===== config.mk =====
export PLATFORM = sky130hd
export DESIGN_NAME = nv_window_access
export DESIGN_NICKNAME = d
export VERILOG_FILES = /design/src/rtl/nv_access_pkg.sv /design/src/rtl/nv_window_sum.sv /design/src/rtl/nv_window_access.sv
export SDC_FILE = /design/constraint.sdc
export NUM_CORES = 2
export LEC_CHECK = 0
export ABC_AREA = 1
export BUFFER_PORTS_ARGS = -buffer_cell sky130_fd_sc_hd__buf_2
export CORE_MARGIN = 8
export CORE_UTILIZATION = 41
export DETAILED_ROUTE_END_ITERATION = 8
export PLACE_DENSITY = 0.52
export REMOVE_ABC_BUFFERS = 1
export SLEW_MARGIN = 20
export SYNTH_ARGS = -nofsm -noshare
export SYNTH_HDL_FRONTEND = slang
export SYNTH_SLANG_ARGS = --single-unit

===== constraint.sdc =====
create_clock -name CLK -period 10.19 [get_ports CLK]
set_clock_uncertainty 0.15 [all_clocks]
set_input_delay 2.038 -clock CLK [delete_from_list [all_inputs] [get_ports CLK]]
set_output_delay 2.038 -clock CLK [all_outputs]
set_load 0.01 [all_outputs]

===== src/rtl/nv_access_pkg.sv =====
// Shared constants and types for the parameter-memory window block
package nv_access_pkg;

    // ----------------------------------------
    // Command codes
    // ----------------------------------------
    localparam logic [7:0] CMD_SUBCMD_LO = 8'h00;
    localparam logic [7:0] CMD_SUBCMD_HI = 8'h01;
    localparam logic [7:0] CMD_SUBCLASS  = 8'h3E;
    localparam logic [7:0] CMD_BLOCK     = 8'h3F;
    localparam logic [7:0] CMD_WIN_BASE  = 8'h40;
    localparam logic [7:0] CMD_WIN_LAST  = 8'h5F;
    localparam logic [7:0] CMD_CHECKSUM  = 8'h60;
    localparam logic [7:0] CMD_WIN_MODE  = 8'h61;

    // ----------------------------------------
    // Values, subcommands and fields
    // ----------------------------------------
    localparam int          WIN_BYTES        = 32;
    localparam logic [7:0]  WIN_MODE_GENERAL = 8'h00;
    localparam logic [7:0]  CHECK_FULL       = 8'hFF;
    localparam logic [15:0] SUBCMD_SEAL      = 16'h0020;
    localparam logic [15:0] SUBCMD_RESET     = 16'h0041;
    localparam logic [15:0] SUBCMD_BOOT      = 16'h0F00;
    localparam logic [7:0]  INFO_SUBCLASS    = 8'h3A;
    localparam logic [7:0]  INFO_IDX_A       = 8'h01;
    localparam logic [7:0]  INFO_IDX_C       = 8'h03;
    localparam logic [7:0]  KEY_SUBCLASS     = 8'h70;
    localparam int          STAT_SEALED_BIT  = 0;
    localparam int          STAT_FAS_BIT     = 1;
    localparam int          STAT_BOOT_BIT    = 2;
    localparam logic [7:0]  RST_BYTE         = 8'h00;
    localparam logic [5:0]  CNT_RST          = 6'h00;

    // ----------------------------------------
    // Types
    // ----------------------------------------
    typedef enum logic [1:0] {SEC_SEALED, SEC_OPEN_MODE, SEC_FULL, SEC_BOOT} sec_mode_e;
    typedef enum logic [1:0] {ST_IDLE, ST_LOAD, ST_COMMIT} nv_state_e;

    typedef struct packed {
        logic       wr;
        logic       rd;
        logic [7:0] addr;
        logic [7:0] wdata;
    } cmd_req_s;

    typedef struct packed {
        logic        rd;
        logic        wr;
        logic [20:0] addr;
        logic [7:0]  wdata;
    } nv_req_s;

    localparam nv_req_s NV_REQ_RST = '{rd: 1'b0, wr: 1'b0, addr: 21'h000000, wdata: 8'h00};

endpackage


===== src/rtl/nv_window_sum.sv =====
// Checksum of the command-space window: full scale minus byte sum
`timescale 1ns/1ps
module nv_window_sum
    import nv_access_pkg::*;
#(
    parameter int NBYTES = WIN_BYTES
)
(
    // Window contents, byte 0 in the low bits
    input  wire logic [NBYTES*8-1:0] win,
    // Expected checksum
    output      logic [7:0]          chk
);

    logic [7:0] sum;

    always_comb
    begin
        sum = 8'h00;
        for (int i = 0; i < NBYTES; i++)
        begin
            sum = 8'(sum + win[i*8 +: 8]);
        end
        chk = 8'(CHECK_FULL - sum);
    end

endmodule // nv_window_sum


===== src/rtl/nv_window_access.sv =====
// Parameter-memory window, block commit and security modes
//
// Function
// - Window-mode zero selects general memory block paging by subclass and block while not locked.
// - Subclass command picks which parameter subclass the window maps.
// - Block index selects a 32-byte slice: index n covers offsets 32n..32n+31.
// - Offset appears at window address 0x40 plus offset mod 32, bytewise.
// - Commit to memory only after a correct checksum write.
// - Valid checksum is 255 minus the 8-bit sum of window bytes.
// - Reset subcommand applies new values; a locked device stays locked.
// - Seal subcommand moves an open device into locked mode.
// - Short blocks commit only written bytes; others stay unchanged.
// - No range checking on written parameter values.
// - Open general mode reaches the info block as subclass 58.
// - Locked or nonzero mode: index 1..3 loads info block A, B or C.
// - Locked mode refuses writes to info block A.
// - Four modes: full and open read-write, locked read-write except info block A, boot none.
// - Only full access may enter boot mode or rewrite keys.
// - Key pair words must be consecutive; any other word voids it.
// - Sealed status bit clears when open-mode keys are received.
// - Full access keys clear the unrestricted-access flag.
// - Key words are stored in memory and rewritable only in full access.
// - Subcommand word written low byte at 0x00, then high byte at 0x01.
// - Subclass command ignored while locked.
`timescale 1ns/1ps
module nv_window_access
    import nv_access_pkg::*;
#(
    parameter int          NBYTES       = WIN_BYTES,
    parameter logic [15:0] UNSEAL_KEY0  = 16'h1111,
    parameter logic [15:0] UNSEAL_KEY1  = 16'h2222,
    parameter logic [15:0] FULL_KEY0    = 16'h3333,
    parameter logic [15:0] FULL_KEY1    = 16'h4444
)
(
    // Clock and reset
    input  wire logic       CLK,
    input  wire logic       RST_N,
    // Command space
    input  wire cmd_req_s   CMD_REQ,
    output      logic [7:0] CMD_RDATA,
    // Non-volatile memory port
    output      nv_req_s    NV_REQ,
    input  wire logic [7:0] NV_RDATA,
    // Status
    output      logic       BUSY,
    output      logic       SEALED_STATUS,
    output      logic       FAS_FLAG,
    output      logic       BOOT_MODE,
    output      logic       GAUGE_RESET
);

    localparam logic [5:0] LOAD_LAST = 6'(NBYTES + 1);
    localparam logic [5:0] COMMIT_LAST = 6'(NBYTES - 1);

    // ----------------------------------------
    // State
    // ----------------------------------------
    sec_mode_e   sec_q, sec_d;
    nv_state_e   st_q, st_d;
    logic [7:0]  win_q [NBYTES];
    logic [NBYTES*8-1:0] win_flat;
    logic [NBYTES-1:0]   dirty_q;
    logic [7:0]  subclass_q, block_q, mode_sel_q, sub_lo_q, rdata_d;
    logic [7:0]  page_sub_q, page_blk_q, chk;
    logic [5:0]  cnt_q, cnt_d;
    logic        win_valid_q, info_a_q, rd_tag_vld_q;
    logic [4:0]  rd_tag_idx_q;
    logic [1:0]  key_step_q, key_step_d;
    logic [15:0] ukey0_q, ukey1_q, fkey0_q, fkey1_q;
    nv_req_s     nv_d;

    // ----------------------------------------
    // Decode
    // ----------------------------------------
    wire        idle      = (st_q == ST_IDLE);
    wire        wr_ok     = CMD_REQ.wr & idle;
    wire        in_win    = (CMD_REQ.addr >= CMD_WIN_BASE) && (CMD_REQ.addr <= CMD_WIN_LAST);
    wire [4:0]  win_idx   = CMD_REQ.addr[4:0];
    wire        sealed    = (sec_q == SEC_SEALED);
    wire        open_mode = (sec_q == SEC_OPEN_MODE) || (sec_q == SEC_FULL);
    wire        info_sel  = sealed | (mode_sel_q != WIN_MODE_GENERAL);
    wire        word_stb  = wr_ok && (CMD_REQ.addr == CMD_SUBCMD_HI);
    wire [15:0] word      = {CMD_REQ.wdata, sub_lo_q};
    wire        blk_wr    = wr_ok && (CMD_REQ.addr == CMD_BLOCK) && (sec_q != SEC_BOOT);
    wire        info_ok   = (CMD_REQ.wdata >= INFO_IDX_A) && (CMD_REQ.wdata <= INFO_IDX_C);
    wire        load_go   = blk_wr && (info_sel ? info_ok : open_mode);
    wire        win_ok    = win_valid_q && (sec_q != SEC_BOOT);
    wire        win_wr    = wr_ok && in_win && win_ok && !(sealed && info_a_q);
    wire        key_page  = (page_sub_q == KEY_SUBCLASS) && (page_blk_q == RST_BYTE);
    wire        key_deny  = key_page && (sec_q != SEC_FULL);
    wire        chk_wr    = wr_ok && (CMD_REQ.addr == CMD_CHECKSUM);
    wire        commit_go = chk_wr && win_ok && (CMD_REQ.wdata == chk)
                            && !(sealed && info_a_q) && !key_deny;
    wire        ukey0_hit = (word == {ukey0_q[7:0], ukey0_q[15:8]});
    wire        ukey1_hit = (word == {ukey1_q[7:0], ukey1_q[15:8]});
    wire        fkey0_hit = (word == {fkey0_q[7:0], fkey0_q[15:8]});
    wire        fkey1_hit = (word == {fkey1_q[7:0], fkey1_q[15:8]});
    wire        unseal_ok = word_stb && sealed && (key_step_q == 2'd1) && ukey1_hit;
    wire        full_ok   = word_stb && (sec_q == SEC_OPEN_MODE) && (key_step_q == 2'd2) && fkey1_hit;
    wire        ld_cap    = rd_tag_vld_q && (st_q == ST_LOAD);

    genvar g;
    generate
        for (g = 0; g < NBYTES; g++)
        begin : g_win
            assign win_flat[g*8 +: 8] = win_q[g];
            // Window byte: loaded from memory or written by host, any value kept
            always_ff @(posedge CLK or negedge RST_N)
            begin
                if (!RST_N)
                begin
                    win_q[g]   <= RST_BYTE;
                    dirty_q[g] <= 1'b0;
                end
                else if (ld_cap && (rd_tag_idx_q == 5'(g)))
                begin
                    win_q[g]   <= NV_RDATA;
                    dirty_q[g] <= 1'b0;
                end
                else if (win_wr && (win_idx == 5'(g)))
                begin
                    win_q[g]   <= CMD_REQ.wdata;
                    dirty_q[g] <= 1'b1;
                end
                else if ((st_q == ST_COMMIT) && (cnt_q == COMMIT_LAST))
                begin
                    dirty_q[g] <= 1'b0;
                end
            end
        end
    endgenerate

    nv_window_sum #(.NBYTES(NBYTES)) u_sum (
        .win (win_flat),
        .chk (chk)
    );

    // ----------------------------------------
    // Security mode and key sequence
    // ----------------------------------------
    always_comb
    begin
        sec_d      = sec_q;
        key_step_d = key_step_q;
        if (word_stb)
        begin
            key_step_d = 2'd0;
            if (sealed && ukey0_hit)
                key_step_d = 2'd1;
            else if ((sec_q == SEC_OPEN_MODE) && fkey0_hit)
                key_step_d = 2'd2;
            if (unseal_ok)
                sec_d = SEC_OPEN_MODE;
            else if (full_ok)
                sec_d = SEC_FULL;
            else if ((word == SUBCMD_SEAL) && open_mode)
                sec_d = SEC_SEALED;
            else if ((word == SUBCMD_BOOT) && (sec_q == SEC_FULL))
                sec_d = SEC_BOOT;
        end
    end

    // ----------------------------------------
    // Load and commit sequencer
    // ----------------------------------------
    always_comb
    begin
        st_d  = st_q;
        cnt_d = cnt_q;
        unique case (st_q)
            ST_IDLE:
            begin
                cnt_d = CNT_RST;
                if (load_go)
                    st_d = ST_LOAD;
                else if (commit_go)
                    st_d = ST_COMMIT;
            end
            ST_LOAD:
            begin
                cnt_d = 6'(cnt_q + 6'h01);
                if (cnt_q == LOAD_LAST)
                    st_d = ST_IDLE;
            end
            ST_COMMIT:
            begin
                cnt_d = 6'(cnt_q + 6'h01);
                if (cnt_q == COMMIT_LAST)
                    st_d = ST_IDLE;
            end
        endcase
        nv_d       = NV_REQ_RST;
        nv_d.rd    = (st_q == ST_LOAD) && (cnt_q < 6'(NBYTES));
        nv_d.wr    = (st_q == ST_COMMIT) && dirty_q[cnt_q[4:0]];
        nv_d.addr  = {page_sub_q, page_blk_q, cnt_q[4:0]};
        nv_d.wdata = win_q[cnt_q[4:0]];
    end

    // ----------------------------------------
    // Read mux
    // ----------------------------------------
    always_comb
    begin
        rdata_d = RST_BYTE;
        if (in_win && win_ok)
            rdata_d = win_q[win_idx];
        else if (CMD_REQ.addr == CMD_SUBCMD_LO)
            rdata_d = {5'h00, (sec_q == SEC_BOOT), (sec_q != SEC_FULL), sealed};
        else if (CMD_REQ.addr == CMD_SUBCLASS)
            rdata_d = subclass_q;
        else if (CMD_REQ.addr == CMD_BLOCK)
            rdata_d = block_q;
        else if ((CMD_REQ.addr == CMD_CHECKSUM) && win_ok)
            rdata_d = chk;
        else if (CMD_REQ.addr == CMD_WIN_MODE)
            rdata_d = mode_sel_q;
    end

    // ----------------------------------------
    // Registers
    // ----------------------------------------
    always_ff @(posedge CLK or negedge RST_N)
    begin
        if (!RST_N)
        begin
            sec_q         <= SEC_SEALED;
            st_q          <= ST_IDLE;
            cnt_q         <= CNT_RST;
            key_step_q    <= 2'd0;
            sub_lo_q      <= RST_BYTE;
            subclass_q    <= RST_BYTE;
            block_q       <= RST_BYTE;
            mode_sel_q    <= RST_BYTE;
            page_sub_q    <= RST_BYTE;
            page_blk_q    <= RST_BYTE;
            win_valid_q   <= 1'b0;
            info_a_q      <= 1'b0;
            rd_tag_vld_q  <= 1'b0;
            rd_tag_idx_q  <= 5'h00;
            NV_REQ        <= NV_REQ_RST;
            CMD_RDATA     <= RST_BYTE;
            BUSY          <= 1'b0;
            SEALED_STATUS <= 1'b1;
            FAS_FLAG      <= 1'b1;
            BOOT_MODE     <= 1'b0;
            GAUGE_RESET   <= 1'b0;
        end
        else
        begin
            sec_q         <= sec_d;
            st_q          <= st_d;
            cnt_q         <= cnt_d;
            key_step_q    <= key_step_d;
            NV_REQ        <= nv_d;
            rd_tag_vld_q  <= NV_REQ.rd;
            rd_tag_idx_q  <= NV_REQ.addr[4:0];
            BUSY          <= (st_d != ST_IDLE);
            SEALED_STATUS <= (sec_d == SEC_SEALED);
            FAS_FLAG      <= (sec_d != SEC_FULL);
            BOOT_MODE     <= (sec_d == SEC_BOOT);
            // Mode is kept across the reset subcommand, so a locked part stays locked
            GAUGE_RESET   <= word_stb && (word == SUBCMD_RESET);
            if (CMD_REQ.rd)
                CMD_RDATA <= rdata_d;
            if (wr_ok && (CMD_REQ.addr == CMD_SUBCMD_LO))
                sub_lo_q <= CMD_REQ.wdata;
            if (wr_ok && (CMD_REQ.addr == CMD_SUBCLASS) && open_mode)
                subclass_q <= CMD_REQ.wdata;
            if (wr_ok && (CMD_REQ.addr == CMD_WIN_MODE) && (sec_q != SEC_BOOT))
                mode_sel_q <= CMD_REQ.wdata;
            if (blk_wr)
            begin
                block_q     <= CMD_REQ.wdata;
                win_valid_q <= 1'b0;
            end
            if (load_go)
            begin
                // Info block n lives at slice n-1 of the info subclass
                page_sub_q <= info_sel ? INFO_SUBCLASS : subclass_q;
                page_blk_q <= info_sel ? 8'(CMD_REQ.wdata - INFO_IDX_A) : CMD_REQ.wdata;
                info_a_q   <= info_sel && (CMD_REQ.wdata == INFO_IDX_A);
            end
            if ((st_q == ST_LOAD) && (cnt_q == LOAD_LAST))
                win_valid_q <= 1'b1;
            if (word_stb && (sec_d == SEC_BOOT))
                win_valid_q <= 1'b0;
        end
    end

    // Key words follow the window after a permitted commit of the key page
    always_ff @(posedge CLK or negedge RST_N)
    begin
        if (!RST_N)
        begin
            ukey0_q <= UNSEAL_KEY0;
            ukey1_q <= UNSEAL_KEY1;
            fkey0_q <= FULL_KEY0;
            fkey1_q <= FULL_KEY1;
        end
        else if (commit_go && key_page)
        begin
            ukey0_q <= {win_q[0], win_q[1]};
            ukey1_q <= {win_q[2], win_q[3]};
            fkey0_q <= {win_q[4], win_q[5]};
            fkey1_q <= {win_q[6], win_q[7]};
        end
    end

    // ----------------------------------------
    // Checks
    // ----------------------------------------
    AST_SEAL_MOVES: assert property (@(posedge CLK) disable iff (!RST_N)
        (word_stb && (word == SUBCMD_SEAL) && open_mode) |=> (sec_q == SEC_SEALED) && SEALED_STATUS)
        else $error("seal subcommand did not lock");
    AST_SUBCLASS_LOCKED: assert property (@(posedge CLK) disable iff (!RST_N)
        (wr_ok && (CMD_REQ.addr == CMD_SUBCLASS) && sealed) |=> $stable(subclass_q))
        else $error("subclass changed while locked");
    AST_BAD_CHECKSUM: assert property (@(posedge CLK) disable iff (!RST_N)
        (chk_wr && (CMD_REQ.wdata != chk)) |=> (st_q == ST_IDLE) && !NV_REQ.wr)
        else $error("commit started on wrong checksum");
    AST_GOOD_CHECKSUM: assert property (@(posedge CLK) disable iff (!RST_N)
        (chk_wr && win_valid_q && !sealed && !key_page && (CMD_REQ.wdata == chk) && !load_go)
        |=> (st_q == ST_COMMIT) ##32 (st_q == ST_IDLE))
        else $error("valid checksum did not commit in 32 cycles");
    AST_RESET_KEEPS_SEAL: assert property (@(posedge CLK) disable iff (!RST_N)
        (word_stb && (word == SUBCMD_RESET) && sealed) |=> GAUGE_RESET && (sec_q == SEC_SEALED))
        else $error("reset subcommand lost locked mode");
    AST_INFO_A_RO: assert property (@(posedge CLK) disable iff (!RST_N)
        (CMD_REQ.wr && in_win && sealed && info_a_q && (st_q == ST_IDLE)) |=> $stable(win_flat))
        else $error("info block A written while locked");
    AST_BOOT_ONLY_FULL: assert property (@(posedge CLK) disable iff (!RST_N)
        $rose(BOOT_MODE) |-> ($past(sec_q, 2) == SEC_FULL))
        else $error("boot mode entered from a mode other than full access");
    AST_SS_CLEAR: assert property (@(posedge CLK) disable iff (!RST_N)
        unseal_ok |=> !SEALED_STATUS && (key_step_q == 2'd0))
        else $error("sealed status not cleared by open keys");
    AST_FAS_CLEAR: assert property (@(posedge CLK) disable iff (!RST_N)
        full_ok |=> !FAS_FLAG ##1 !FAS_FLAG)
        else $error("unrestricted flag not cleared by keys");
    AST_SHORT_BLOCK: assert property (@(posedge CLK) disable iff (!RST_N)
        ((st_q == ST_COMMIT) && !dirty_q[cnt_q[4:0]]) |=> !NV_REQ.wr)
        else $error("unwritten byte committed");
    AST_KEY_VOID: assert property (@(posedge CLK) disable iff (!RST_N)
        (word_stb && !ukey0_hit && !fkey0_hit) |=> (key_step_q == 2'd0))
        else $error("key sequence survived another word");

endmodule // nv_window_access


**Word-level counts from Yosys, hierarchy flattened**

Index checks and enable logic that the tools add are counted.
W data, S select, Z words.

- Output and inout bits: 44
- Input port bits: 28
- Word-level logic and storage cells: 576
- Flip-flop bits (word level): 464

- Order comparisons: 8
- Multiplexer cells: 162
- Equal/unequal tests: 90
- Reductions and logical operators: 186
- Add/subtract/negate cells: 34
- Bitwise logic cells: 4

Operator list:

| kind | number |
|---|---|
| $mux W8 | 76 |
| $add A8 B8 Y8 | 31 |
| $eq A5 B5 Y1 const B | 32 |
| $logic_and A1 B1 Y1 | 108 |
| $reduce_bool A3 Y1 | 33 |
| $bmux W8 S5 | 2 |
| $eq A5 B4 Y1 const B | 16 |
| $mux W1 | 70 |
| $reduce_bool A2 Y1 | 33 |
| $eq A16 B16 Y1 | 4 |
| $eq A5 B3 Y1 const B | 8 |
| $eq A8 B7 Y1 const B | 3 |
| $mux W2 | 11 |
| $eq A5 B2 Y1 const B | 4 |
| $eq A16 B12 Y1 const B | 1 |
| $eq A16 B6 Y1 const B | 1 |
| $eq A16 B7 Y1 const B | 1 |
| $eq A8 B1 Y1 const B | 2 |
| $eq A8 B6 Y1 const B | 2 |
| $logic_not A8 Y1 | 2 |
| $ge A6 B6 Y1 const B | 2 |
| $not A5 Y6 | 2 |
| $pmux W6 S2 | 1 |
| $eq A2 B2 Y1 const B | 5 |
| other kinds (25) | 34 |

**Longest topological paths before layout**

- Depth in word-level cells: 40
- Depth in mapped cells: 32
- Gate-level depth less buffers: 32

**By module**

From an unflattened synthesis, not the netlist that was laid out.

- Cell total of the unflattened synthesis: 3868
- Area total of the unflattened synthesis: 31536.5 um^2

Modules (own cells, without submodules):

| module | area an instance (um^2) | seq. area each (um^2) | instances | cells an instance |
|---|---|---|---|---|
| nv_window_access | 25177.9 | 11638.7 | 1 | 3167 |
| nv_window_sum | 6358.6 | 0.0 | 1 | 701 |

**Worst setup path before layout**

No wires, ideal clock.

- Path type: reg-to-reg
- From: reg win_q, in the netlist win_flat[4]
- To: reg ukey0_q[11]
- Setup slack: 3.269 ns
- Cell stages (with the launch flop): 31
- Buffers on the path: 3
- Clock period less this slack: 6.921 ns
- Required time: 9.908 ns
- Setup time: 0.132 ns
- Data arrival time: 6.639 ns
- Cells stage by stage: dfrtp_1 clkbuf_1 inv_1 fa_1 fa_1 inv_1 fa_1 inv_1 fa_1 inv_1 xor2_1 inv_1 ha_1 xnor2_1 fa_1 fa_1 fa_1 nand3_1 nand2_1 nand2_1 nand2_1 a21oi_1 xnor2_1 or2_2 nand4_1 a21oi_1 nand4_1 buf_2 buf_2 nand2_1 o21ai_1

- Cells in the longest elaborated chain, start to end: 37

Ends and longest elaborated chain:

| what | line | source |
|---|---|---|
| start, declared | nv_window_access.sv:61 | `logic [7:0] win_q [NBYTES];` |
| start signal, assigned by index | nv_window_access.sv:123 | `win_q[g] <= CMD_REQ.wdata;` |
| $add A8 B8 Y8 (31 in series) | nv_window_sum.sv:22 | `sum = 8'(sum + win[i*8 +: 8]);` |
| $sub A8 B8 Y8 | nv_window_sum.sv:24 | `chk = 8'(CHECK_FULL - sum);` |
| $eq A8 B8 Y1 | nv_window_access.sv:93 | `wire commit_go = chk_wr && win_ok && (CMD_REQ.wdata == chk)` |
| $logic_and A1 B1 Y1 | nv_window_access.sv:93 |  |
| $logic_and A1 B1 Y1 (2 in series) | nv_window_access.sv:94 | `&& !(sealed && info_a_q) && !key_deny;` |
| $logic_and A1 B1 Y1 | nv_window_access.sv:301 | `else if (commit_go && key_page)` |
| end signal, assigned | nv_window_access.sv:303 | `ukey0_q <= {win_q[0], win_q[1]};` |
| end, declared | nv_window_access.sv:70 | `logic [15:0] ukey0_q, ukey1_q, fkey0_q, fkey1_q;` |

Every way passes these cells.
A chain may end at the register's enable or synchronous reset.

**Worst setup path in the final report**

- From: reg win_q, in the netlist win_flat[4]
- To: reg fkey0_q[3]

- Cells in the longest elaborated chain, start to end: 37

Ends and longest elaborated chain:

| what | line | source |
|---|---|---|
| $add A8 B8 Y8 (31 in series) | nv_window_sum.sv:22 |  |
| $sub A8 B8 Y8 | nv_window_sum.sv:24 |  |
| $eq A8 B8 Y1 | nv_window_access.sv:93 |  |
| $logic_and A1 B1 Y1 | nv_window_access.sv:93 |  |
| $logic_and A1 B1 Y1 (2 in series) | nv_window_access.sv:94 |  |
| $logic_and A1 B1 Y1 | nv_window_access.sv:301 |  |
| end signal, assigned | nv_window_access.sv:305 | `fkey0_q <= {win_q[4], win_q[5]};` |
| end, declared | nv_window_access.sv:70 |  |

Every way passes these cells.

==> results.md <==
- Status: finished clean
- R2R depth: 26
- Fmax achieved: 131 MHz
- Routability Congestion: 1.05
- Vias: 29,034
- YS warnings: 0
- Worst hold path depth: 0
- Max-slew headroom: 22.3%
- Hold WC Path Type: reg -> reg
- Setup TNS: 0 ps
- IO Port Bufs: 71
- Worst Max-Slew Pin Slew: 1160 ps
- Post-cts sizing count: 0
- Die height: 288 µm
- Post-synth top area share: 36.5%
- Initial antenna violation count: 8
- Drt pass-1 iters: 8
- Setup crit end kind: flop
- Row count: 99
- Sequential element share of the synthesized area: 38.4%
- N_diodes: 0
- Number of global-route vias before repair: 28,468
- Multi-input gate area: 16,200 µm²
- Total Wirelength: 153,000 µm
- GRT Total Usage: 36.3%
- Final HPWL DP: 109,000 µm
- CP max FO: 128
- CTS tree: done
- Top FF cell, synth: dfrtp_1
- Core Region: 73,100 µm²
- GR Overflow Total: 0
- Layout cells sized above 1: 8.38%
- Crit Path Class: reg -> reg
- Fin nets: 3,805
- DRC violations left: 0
- Post-CTS Hold Buffers: 0
- Final ANT Viol Nets: 0
- Clock Sinks: 464
- Largest net degree at the start of global routing: 149
- Area Overhead vs Synth: 11.5%
- Cell with the most instances after synthesis: nand2_1
- Synthesized area: 30,300 µm²
- Arrival @ worst endpoint: 8040 ps
- Clk slew on worst S/H paths: 70 ps
- Area contributors post-synth: dfrtp_1 37%, fa_1 13%, nand2_1 9.2%
- FF+latch area: 11,600 µm²
- Post-CTS Setup Bufs: 0
- Fillcell total: 7,241
- Synthesized area per cell: 8.54 µm²
- Total clock buffers created by CTS: 56
- Fin crit share: 75.2%
- Initial Utilization: 41.5%
- I/O pin cnt: 72
- Die Area: 82,800 µm²
- Clk buf depth: 3
- Global-route wire length before repair: 215,000 µm
- Post-synth top cells: 744 x nand2_1, 442 x dfrtp_1, 406 x inv_1
- Post-synth EDFFs: 0
- Starting DRT DRC Count: 3,813
- Flops & latches, synth: 464
- Unrepaired setup endpoints after global routing: no
- Clk_lat worst skew: 670 ps
- Maxcap violations: 0
- Crit start category: flop
- Post-Synthesis Cells: 3,547
- Asr flop ratio synth: 100%
- Minimum clock period: 7660 ps
- Count of cell types in the netlist: 48
- H-tree levels: 2
- Final Max Slew Viols: 0
- Final Hold Fails: 0
- Wire per inst: 33.6 µm
- Yosys top cell by area: dfrtp_1
- Fin Hold WS: 221 ps
- Worst EP required: 10,570 ps
- Root Buffer: clkbuf_16
- Final Setup Violations: 0
- Vias/cell: 6.38
- Die Wd: 288 µm
[path summary, 6_finish.rpt]
check,endpoint,start,slack (ps)
setup / recovery,fkey0_q[3]$_DFFE_PN0P_,win_flat[4]$_DFFE_PN0P_,2530
hold / removal,rd_tag_idx_q[4]$_DFF_PN0_,NV_REQ[12]$_DFF_PN0_,220
setup reg to reg,fkey0_q[3]$_DFFE_PN0P_,win_flat[4]$_DFFE_PN0P_,2530
hold reg to reg,rd_tag_idx_q[4]$_DFF_PN0_,NV_REQ[12]$_DFF_PN0_,220
max in group asynchronous,NV_REQ[13]$_DFF_PN0_,RST_N,7040
min in group asynchronous,win_flat[237]$_DFFE_PN0P_,RST_N,1350
[through the flow]
| stage | utilization (%) | instance area, µm² | std cells | setup WS [ps] |
|---|---|---|---|---|
| after floorplan | - | 29500 | 3349 | 407 |
| after global placement | 43.3 | 31700 | 4446 | 2750 |
| after detailed placement | 43.3 | 31700 | 4446 | 2640 |
| after CTS | 46.2 | 33800 | 4549 | 2620 |
| after global routing | 46.2 | 33800 | 4549 | 2110 |
| final | 46.2 | 33800 | 4549 | 2530 |
[layout by cell type, fill, tap and decap left out, drive strengths merged, types with 2 or more instances in the layout]
cell / count
a211oi: 2
a21oi: 125
a221oi: 24
a22o: 3
a22oi: 46
a31oi: 18
a32o: 6
buf: 138
bufinv: 10
clkbuf: 77
clkinv: 44
clkinvlp: 3
dfrtp: 442
dfstp: 22
fa: 196
ha: 36
inv: 419
nand2: 744
nand3: 101
nand3b: 2
nand4: 29
nor2: 224
nor3: 28
nor3b: 3
nor4: 11
o2111ai: 11
o211ai: 52
o21ai: 333
o221ai: 246
o22a: 4
o22ai: 57
o311ai: 2
o31ai: 17
o32ai: 3
or2: 13
xnor2: 49
xor2: 45
[logic make-up after synthesis]
kind of cell	count (synthesis)	share of synthesized area, %
simple gates	1157	15.6
compound gates	952	20.8
buf+inv	648	8.10
flops	464	38.4
fa+ha+maj	232	14.4
xor+xnor	94	2.72
[sequential cells by signal (all words and copies together) (netlist names), 16 cells and up]
name,count
fkey0_q,16
fkey1_q,16
ukey0_q,16
NV_REQ,31
dirty_q,32
ukey1_q,16
win_flat,256
[metal layers]
layer / part of all wire (%) / vias up / track usage, %
met3: 11 / 481 / 10.7
met2: 42 / 1924 / 53.5
met4: 7.7 / 14 / 22.9
met5: 0.069 / - / 0
met1: 39 / 14504 / 46.7
li1: - / 12111 / -
[layout make-up]
class,count,area share [%]
Clock inverter,26,1.40
Timing Repair Buffer,138,2.68
Sequential cell,464,34.5
Tap cell,959,3.55
Multi-Input combinational cell,2435,48.0
Inverter,450,5.01
Clock buffer,77,4.83
[worst max-delay path: stages (launching register included)]
cell and delay [ps]:
dfrtp_1 640, inv_1 370, fa_1 580, fa_1 510
inv_1 50, fa_1 500, inv_1 70, fa_1 510
inv_1 50, xor2_1 190, inv_1 70, ha_1 280
xnor2_1 220, fa_1 470, fa_1 450, fa_1 470
xnor2_1 310, xor2_1 120, nor4_1 190, nand3_1 110
a21oi_1 130, nand4_1 110, a21oi_1 200, nand4_1 180
buf_12 270, nand2_1 140, o21ai_1 80
Power is not shown: default switching activity piles up to over one toggle a cycle in this logic, so the estimate is an artifact.
